**config.mk**
```make
export PLATFORM = sky130hd
export DESIGN_NAME = rfa_bank
export DESIGN_NICKNAME = d
export VERILOG_FILES = /design/src/inc/rfa_pkg.sv /design/src/verilog/rfa_sync.sv /design/src/verilog/rfa_field.sv /design/src/verilog/rfa_bank.sv
export SDC_FILE = /design/constraint.sdc
export NUM_CORES = 1
export LEC_CHECK = 0
export BUFFER_PORTS_ARGS = -buffer_cell sky130_fd_sc_hd__clkbuf_2
export CELL_PAD_IN_SITES_DETAIL_PLACEMENT = 1
export CELL_PAD_IN_SITES_GLOBAL_PLACEMENT = 1
export CORE_MARGIN = 5
export CORE_UTILIZATION = 37
export DETAILED_ROUTE_END_ITERATION = 12
export GPL_ROUTABILITY_DRIVEN = 0
export MAX_ROUTING_LAYER = met4
export PLACE_DENSITY_LB_ADDON = 0.1
export SLEW_MARGIN = 0
export SYNTH_ARGS = -nofsm -noshare
export SYNTH_HDL_FRONTEND = slang
export SYNTH_SLANG_ARGS = --single-unit
```
**constraint.sdc**
```tcl
create_clock -name SYS_CLK -period 2.05 [get_ports SYS_CLK]
set_input_delay 0.41 -clock SYS_CLK [delete_from_list [all_inputs] [get_ports SYS_CLK]]
set_output_delay 0.41 -clock SYS_CLK [all_outputs]
set_load 0.03 [all_outputs]
```
**src/inc/rfa_pkg.sv**
```systemverilog
// Shared constants and types of the register field access bank
package rfa_pkg;

    localparam int DATA_W  = 32;
    localparam int FIELD_W = 16;
    localparam int OFS_W   = 12;
    localparam int NUM_REG = 8;
    localparam int IDX_W   = 3;
    localparam int SYNC_STAGES = 2;

    typedef enum {
        RFA_RW,
        RFA_RO,
        RFA_RC,
        RFA_RWC,
        RFA_RW1C,
        RFA_RW1S,
        RFA_W1C,
        RFA_WO
    } rfa_access_t;

    // Byte offsets from the module base address
    localparam logic [OFS_W-1:0] OFS_RW   = 12'h000;
    localparam logic [OFS_W-1:0] OFS_RO   = 12'h004;
    localparam logic [OFS_W-1:0] OFS_RC   = 12'h008;
    localparam logic [OFS_W-1:0] OFS_RWC  = 12'h00C;
    localparam logic [OFS_W-1:0] OFS_RW1C = 12'h010;
    localparam logic [OFS_W-1:0] OFS_RW1S = 12'h014;
    localparam logic [OFS_W-1:0] OFS_W1C  = 12'h018;
    localparam logic [OFS_W-1:0] OFS_WO   = 12'h01C;

    // Field reset values
    localparam logic [FIELD_W-1:0] RST_RW   = 16'h00A5;
    localparam logic [FIELD_W-1:0] RST_RO   = 16'h0000;
    localparam logic [FIELD_W-1:0] RST_RC   = 16'h0000;
    localparam logic [FIELD_W-1:0] RST_RWC  = 16'h0000;
    localparam logic [FIELD_W-1:0] RST_RW1C = 16'h0000;
    localparam logic [FIELD_W-1:0] RST_RW1S = 16'h0001;
    localparam logic [FIELD_W-1:0] RST_W1C  = 16'h0000;
    localparam logic [FIELD_W-1:0] RST_WO   = 16'h0000;

    // Index order of the bank
    localparam logic [IDX_W-1:0] IDX_RW   = 3'h0;
    localparam logic [IDX_W-1:0] IDX_RO   = 3'h1;
    localparam logic [IDX_W-1:0] IDX_RC   = 3'h2;
    localparam logic [IDX_W-1:0] IDX_RWC  = 3'h3;
    localparam logic [IDX_W-1:0] IDX_RW1C = 3'h4;
    localparam logic [IDX_W-1:0] IDX_RW1S = 3'h5;
    localparam logic [IDX_W-1:0] IDX_W1C  = 3'h6;
    localparam logic [IDX_W-1:0] IDX_WO   = 3'h7;

    localparam rfa_access_t ACC_MAP [NUM_REG] = '{
        RFA_RW, RFA_RO, RFA_RC, RFA_RWC,
        RFA_RW1C, RFA_RW1S, RFA_W1C, RFA_WO};
    localparam logic [OFS_W-1:0] OFS_MAP [NUM_REG] = '{
        OFS_RW, OFS_RO, OFS_RC, OFS_RWC,
        OFS_RW1C, OFS_RW1S, OFS_W1C, OFS_WO};
    localparam logic [FIELD_W-1:0] RST_MAP [NUM_REG] = '{
        RST_RW, RST_RO, RST_RC, RST_RWC,
        RST_RW1C, RST_RW1S, RST_W1C, RST_WO};

    typedef struct packed {
        logic              valid;
        logic              write;
        logic [DATA_W-1:0] addr;
        logic [DATA_W-1:0] wdata;
    } rfa_req_t;

    typedef struct packed {
        logic              ack;
        logic [DATA_W-1:0] rdata;
    } rfa_rsp_t;

    // Hardware side events, all one-cycle pulses per bit
    typedef struct packed {
        logic [FIELD_W-1:0] rc_set;
        logic [FIELD_W-1:0] rwc_set;
        logic [FIELD_W-1:0] rw1c_set;
        logic [FIELD_W-1:0] w1c_set;
        logic [FIELD_W-1:0] rw1s_clr;
    } rfa_hw_t;

    typedef struct packed {
        logic             hit;
        logic [IDX_W-1:0] idx;
    } rfa_dec_t;

    function automatic rfa_dec_t rfa_decode(input logic [DATA_W-1:0] ofs);
        rfa_dec_t d;
        d = '0;
        for (int i = 0; i < NUM_REG; i++) begin
            if (ofs == {20'h00000, OFS_MAP[i]}) begin
                d.hit = 1'b1;
                d.idx = IDX_W'(i);
            end
        end
        return d;
    endfunction : rfa_decode

endpackage : rfa_pkg

```
**src/verilog/rfa_sync.sv**
```systemverilog
// Two-stage synchroniser for pin-level inputs
`timescale 1ns/100ps
module rfa_sync #(
    parameter int W = 16
) (
    input  wire logic         clk,
    input  wire logic         rst,
    input  wire logic [W-1:0] din,
    output logic      [W-1:0] dout
);
    logic [W-1:0] meta_reg;
    logic [W-1:0] meta_next;
    logic [W-1:0] sync_reg;
    logic [W-1:0] sync_next;

    always_comb begin
        meta_next = din;
        sync_next = meta_reg;
    end

    always_ff @(posedge clk) begin
        if (rst) begin
            meta_reg <= '0;
            sync_reg <= '0;
        end else begin
            meta_reg <= meta_next;
            sync_reg <= sync_next;
        end
    end

    assign dout = sync_reg;
endmodule : rfa_sync

```
**src/verilog/rfa_field.sv**
```systemverilog
// One register field with a selectable software access type
`timescale 1ns/100ps
module rfa_field #(
    parameter rfa_pkg::rfa_access_t ACCESS  = rfa_pkg::RFA_RW,
    parameter int                   W       = 16,
    parameter logic [W-1:0]         RST_VAL = '0
) (
    input  wire logic         clk,
    input  wire logic         rst,
    input  wire logic         wr_en,
    input  wire logic         rd_en,
    input  wire logic [W-1:0] wdata,
    input  wire logic [W-1:0] hw_in,
    output logic      [W-1:0] value,
    output logic      [W-1:0] rdata
);
    logic [W-1:0] val_reg;
    logic [W-1:0] val_next;

    // hw_in: set pulses, clear pulses for W1S, or live value for RO
    always_comb begin
        val_next = val_reg;
        rdata    = val_reg;
        case (ACCESS)
            rfa_pkg::RFA_RW:   if (wr_en) val_next = wdata;
            rfa_pkg::RFA_RO:   val_next = hw_in;
            rfa_pkg::RFA_RC:   // Set wins over read clear
                val_next = (rd_en ? '0 : val_reg) | hw_in;
            rfa_pkg::RFA_RWC:
                val_next = (wr_en ? '0 : val_reg) | hw_in;
            rfa_pkg::RFA_RW1C:
                val_next = (wr_en ? val_reg & ~wdata : val_reg) | hw_in;
            rfa_pkg::RFA_RW1S:
                val_next = (val_reg & ~hw_in) | (wr_en ? wdata : '0);
            rfa_pkg::RFA_W1C: begin
                val_next = (wr_en ? val_reg & ~wdata : val_reg) | hw_in;
                rdata    = '0;
            end
            rfa_pkg::RFA_WO: begin
                if (wr_en) val_next = wdata;
                rdata = '0;
            end
            default: val_next = val_reg;
        endcase
    end

    always_ff @(posedge clk) begin
        if (rst) begin
            val_reg <= RST_VAL;
        end else begin
            val_reg <= val_next;
        end
    end

    assign value = val_reg;
endmodule : rfa_field

```
**src/verilog/rfa_bank.sv**
```systemverilog
// Register bank exercising every software field access type
`timescale 1ns/100ps
// Operation
// - Clear-on-read returns value, then clears
// - Read/write field stores and returns writes
// - Any write clears clear-on-write field
// - Readable write-one-to-clear clears only ones
// - Write-one-to-set sets ones, readable anytime
// - Write-only one-to-clear clears flags, reads meaningless
// - Write-only field accepts writes, reads meaningless
// - Every field takes its reset value
// - Reserved bits read zero, software preserves
// - Registers decoded at base plus offset
module rfa_bank #(
    parameter logic [31:0] BASE_ADDR = 32'h4000_0000
) (
    input  wire logic                         SYS_CLK,
    input  wire logic                         RESET,
    input  wire rfa_pkg::rfa_req_t            ACC_REQ,
    output rfa_pkg::rfa_rsp_t                 ACC_RSP,
    input  wire rfa_pkg::rfa_hw_t             HW_EVT,
    input  wire logic [rfa_pkg::FIELD_W-1:0]  HW_STATUS,
    output logic      [rfa_pkg::FIELD_W-1:0]  CTRL_RW,
    output logic      [rfa_pkg::FIELD_W-1:0]  CTRL_W1S,
    output logic      [rfa_pkg::FIELD_W-1:0]  CTRL_WO,
    output logic      [rfa_pkg::FIELD_W-1:0]  FLAG_W1C
);
    localparam int FW = rfa_pkg::FIELD_W;
    localparam int DW = rfa_pkg::DATA_W;
    localparam int NR = rfa_pkg::NUM_REG;

    logic [DW-1:0]     offset;
    rfa_pkg::rfa_dec_t dec;
    logic [NR-1:0]     wr_en;
    logic [NR-1:0]     rd_en;
    logic [FW-1:0]     hw_in    [NR];
    logic [FW-1:0]     fld_val  [NR];
    logic [FW-1:0]     fld_rd   [NR];
    logic [FW-1:0]     status_sync;
    rfa_pkg::rfa_rsp_t rsp_reg;
    rfa_pkg::rfa_rsp_t rsp_next;

    // Status pins come from outside the clock domain
    rfa_sync #(
        .W (FW)
    ) u_sync (
        .clk  (SYS_CLK),
        .rst  (RESET),
        .din  (HW_STATUS),
        .dout (status_sync)
    );

    // Misaligned or foreign addresses never hit
    always_comb begin
        offset = ACC_REQ.addr - BASE_ADDR;
        dec    = rfa_pkg::rfa_decode(offset);
        for (int i = 0; i < NR; i++) begin
            wr_en[i] = ACC_REQ.valid & ACC_REQ.write & dec.hit
                       & (dec.idx == rfa_pkg::IDX_W'(i));
            rd_en[i] = ACC_REQ.valid & ~ACC_REQ.write & dec.hit
                       & (dec.idx == rfa_pkg::IDX_W'(i));
        end
    end

    always_comb begin
        for (int i = 0; i < NR; i++) begin
            hw_in[i] = '0;
        end
        hw_in[rfa_pkg::IDX_RO]   = status_sync;
        hw_in[rfa_pkg::IDX_RC]   = HW_EVT.rc_set;
        hw_in[rfa_pkg::IDX_RWC]  = HW_EVT.rwc_set;
        hw_in[rfa_pkg::IDX_RW1C] = HW_EVT.rw1c_set;
        hw_in[rfa_pkg::IDX_RW1S] = HW_EVT.rw1s_clr;
        hw_in[rfa_pkg::IDX_W1C]  = HW_EVT.w1c_set;
    end

    for (genvar g = 0; g < NR; g++) begin : g_fld
        rfa_field #(
            .ACCESS  (rfa_pkg::ACC_MAP[g]),
            .W       (FW),
            .RST_VAL (rfa_pkg::RST_MAP[g])
        ) u_fld (
            .clk   (SYS_CLK),
            .rst   (RESET),
            .wr_en (wr_en[g]),
            .rd_en (rd_en[g]),
            .wdata (ACC_REQ.wdata[FW-1:0]),
            .hw_in (hw_in[g]),
            .value (fld_val[g]),
            .rdata (fld_rd[g])
        );
    end

    // Read data captured on the same edge that a read clear acts
    always_comb begin
        rsp_next       = '0;
        rsp_next.ack   = ACC_REQ.valid;
        if (ACC_REQ.valid && !ACC_REQ.write && dec.hit) begin
            rsp_next.rdata = {{(DW-FW){1'b0}}, fld_rd[dec.idx]};
        end
    end

    always_ff @(posedge SYS_CLK) begin
        if (RESET) begin
            rsp_reg <= '0;
        end else begin
            rsp_reg <= rsp_next;
        end
    end

    assign ACC_RSP  = rsp_reg;
    assign CTRL_RW  = fld_val[rfa_pkg::IDX_RW];
    assign CTRL_W1S = fld_val[rfa_pkg::IDX_RW1S];
    assign CTRL_WO  = fld_val[rfa_pkg::IDX_WO];
    assign FLAG_W1C = fld_val[rfa_pkg::IDX_W1C];

    // Checks
    logic          req_rd;
    logic          req_wr;
    logic [FW-1:0] wd;
    assign req_rd = ACC_REQ.valid & ~ACC_REQ.write;
    assign req_wr = ACC_REQ.valid & ACC_REQ.write;
    assign wd     = ACC_REQ.wdata[FW-1:0];

    // Short names for the internal fields
    logic [FW-1:0] ro_val;
    logic [FW-1:0] rc_val;
    logic [FW-1:0] rwc_val;
    logic [FW-1:0] rw1c_val;
    assign ro_val   = fld_val[rfa_pkg::IDX_RO];
    assign rc_val   = fld_val[rfa_pkg::IDX_RC];
    assign rwc_val  = fld_val[rfa_pkg::IDX_RWC];
    assign rw1c_val = fld_val[rfa_pkg::IDX_RW1C];
endmodule : rfa_bank

```
==> summary.md <==
| Metric | Value |
|---|---|
| Largest register FFs | 96 |
| Layout cells sized above 1 | 34.3% |
| Synth Warn # | 0 |
| Diode count | 0 |
| Achievable frequency | 0.608 GHz |
| Worst Path Buf+Inv | 3 |
| Final core occ | 47.3% |
| TritonCTS Buffers | 17 |
| Iter 0 DRT Violations | 325 |
| Setup Viol. Count Final | 0 |
| Total gr overflow | 0 |
| Largest net degree at the start of global routing | 165 |
| IO Pins | 261 |
| Router iterations before antenna repair | 4 |
| VDD IR max | 0.000600 V |
| Outcome | finished clean |
| FFs w/ async S/R, synth | 0% |
| Fin crit share | 80.2% |
| Placed cell areas | 0.00902 mm2 |
| R2R setup slack | 0.69 ns |
| CP max FO | 20 |
| TritonCTS clock tree | yes |
| Htree depth | 4 |
| Ys flop type | dfxtp_1 |
| Cts repair resizes | 0 |
| Die area | 0.0239 mm2 |
| Worst Hold Margin | 0.187 ns |
| Met3 wire len | 1260 um |
| Total chip power | 7.93 mW |
| Flop and latch count out of synthesis | 177 |
| CTS Buffer Depth | 2 |
| Final hold violations | 0 |
| Hold_buf cts | 0 |
| Mean number of vias per cell | 5.35 |
| Row cnt | 52 |
| Die height | 155 um |
| Final Net Count | 1,158 |
| RSZ-0062 raised after global routing | false |
| Family with the most delay on the worst path | simple AND/OR/NAND/NOR gates |
| Initial antenna violation count | 0 |
| Clock Sinks | 177 |
| Synth Cell Area | 0.00773 mm2 |
| Tmin final | 1.64 ns |
| CP required | 2.39 ns |
| Setup repair bufs after CTS | 0 |
| Hold/Removal Path Class | input pin to register |
| Max-slew headroom | 44.2% |
| Register area share after synthesis | 45.9% |
| DR WL met2 | 12,600 um |
| Number of routed nets with antenna violations | 0 |
| Clock-pin slew on the worst setup and hold paths | 0.07 ns |
| Syn avg cell area | 9.53 um2 |
| CP max stage delay | 0.37 ns |
| Worst path cell trace | clkbuf_2 -> nor4b_2 -> nand4_1 -> buf_4 -> buf_4 -> nor3_4 -> mux2i_1 |
| First-pass GRT wire length | 39,800 um |
| Final Cell Area | 0.00966 mm2 |
| Root Buffer | clkbuf_16 |
| Pwr Density | 820 mW/mm2 |
| WL met1 | 11,400 um |
| Worst-Margin Slew | 0.837 ns |
| Wire per inst | 19.9 um |
| Post-DP HPWL | 18,200 um |
| Highest metal used | met4 |
| Fin Clk Skew | 0.0106 ns |
| EDFF count, synth | 0 |
| Max cap viols | 0 |
| Crit path kind | input pin to register |
| CP Capture Type | register |
| Most used cell along the critical path | buf_4 |
| Cells after Synth | 811 |
| Total number of vias | 6,826 |
| Crit-path slowest cell | nor3_4 |
| Fillcell total | 2,428 |
| Count of different cell masters after synthesis | 38 |
| Leak | 3.90 nW |
| Routed WL | 25,400 um |
| CORE AREA | 0.0204 mm2 |
| IO buf count | 228 |
| Worst skew pair latency | 0.43 ns |
| GRT Util Overall | 21.6% |
| Worst EP arrival | 1.99 ns |
| Pins Over Slew Limit | 0 |
| Residual DRC | 0 |
| Vias in the first global route | 7,188 |
| Layout area overhead | 25.1% |
| CP Launch Type | input pin |
| Initial core utilization | 37.8% |
| Die width | 155 um |
==> final timing paths <==
path,from,to,depth (start not counted)
max,ACC_REQ[60],g_fld[0].u_fld.rdata[5]$_SDFFE_PP1P_,7
min,HW_STATUS[2],u_sync.meta_reg[2]$_SDFF_PP0_,2
max reg2reg,g_fld[2].u_fld.rdata[4]$_SDFF_PP0_,ACC_RSP[4]$_SDFF_PP0_,4
min reg2reg,u_sync.dout[11]$_SDFF_PP0_,g_fld[1].u_fld.rdata[11]$_SDFF_PP0_,1
==> synthesized netlist by cell type (all sizes together), types with 3 or more instances <==
cell     number  share of area (%)
nand2         4               0.23
nor2b        65                5.3
nor2        109                5.4
o31ai        44                4.3
a21oi        44                2.8
mux2         16                2.3
nor3b        17                1.7
nor3          3               0.34
a311oi       32                3.6
a211oi       32                3.1
mux2i        20                2.6
nand4        46                3.7
nand2b       16                1.3
and4          3               0.34
buf          84                7.5
clkbuf       37                1.9
o21a         16                1.6
nor4          6               0.89
a2111oi      16                2.6
a221oi       16                1.8
dfxtp       177                 46
==> power by group <==
group | switching, mW | internal [mW] | leakage, nW | total (mW)
Combinational | 0.451 | 0.318 | 2.14 | 0.769
Sequential | 0.0562 | 3.57 | 1.46 | 3.62
Clock | 1.55 | 1.99 | 0.309 | 3.54
Total | 2.05 | 5.87 | 3.90 | 7.93
==> final cells by class <==
class                   count  area [um2]  share of cell area [%]
repair buffers            270        1610                    16.6
inverters                   2        7.51                  0.0777
clock inverters            15         215                    2.23
clock buffers              17         425                    4.40
multi-input cells         526        3530                    36.5
flip-flops and latches    177        3540                    36.7
well taps                 270         338                    3.50
==> per-layer routing <==
layer | GRT usage, % | vias to the layer above
met2 | 35.9 | 193
li1 | - | 3283
met3 | 4.69 | 12
met5 | - | -
met4 | 3.62 | 0
met1 | 27.6 | 3338
==> cell usage in the layout, fill, tap and decap left out, drive strengths merged, types with 2 or more instances in the layout <==
cell / count
o31ai: 44
nor2b: 65
conb: 16
buf: 43
a2111oi: 16
nand2: 4
clkinvlp: 2
dfxtp: 177
nor4: 6
bufinv: 3
a21oi: 44
nor3: 3
nand2b: 16
clkinv: 3
o21a: 16
inv: 9
nand4: 46
mux2: 16
a221oi: 16
a311oi: 32
and4: 3
clkbuf: 244
mux2i: 20
nor2: 109
a211oi: 32
nor3b: 17
==> through the flow <==
| step | setup WS [ns] | setup TNS (ns) | std cells |
|---|---|---|---|
| final | 0.406 | 0 | 1277 |
| after global routing | 0.279 | 0 | 1277 |
| after CTS | 0.392 | 0 | 1277 |
| after detailed placement | -0.0358 | -0.0603 | 1245 |
| after global placement | 0.0370 | 0 | 1245 |
| after floorplan | 0.313 | 0 | 826 |
==> cells by family (layout without fill, tap and decap cells) <==
logic type	after synthesis	in the layout	share of synthesized area, %
other	1	16	0.0485
DFF	177	177	45.9
buffers and inverters	123	304	9.49
AOI/OAI and AO/OA	200	200	19.9
and+or+nand+nor	274	274	19.8
muxes	36	36	4.92
(Power assumes the default switching activity.)
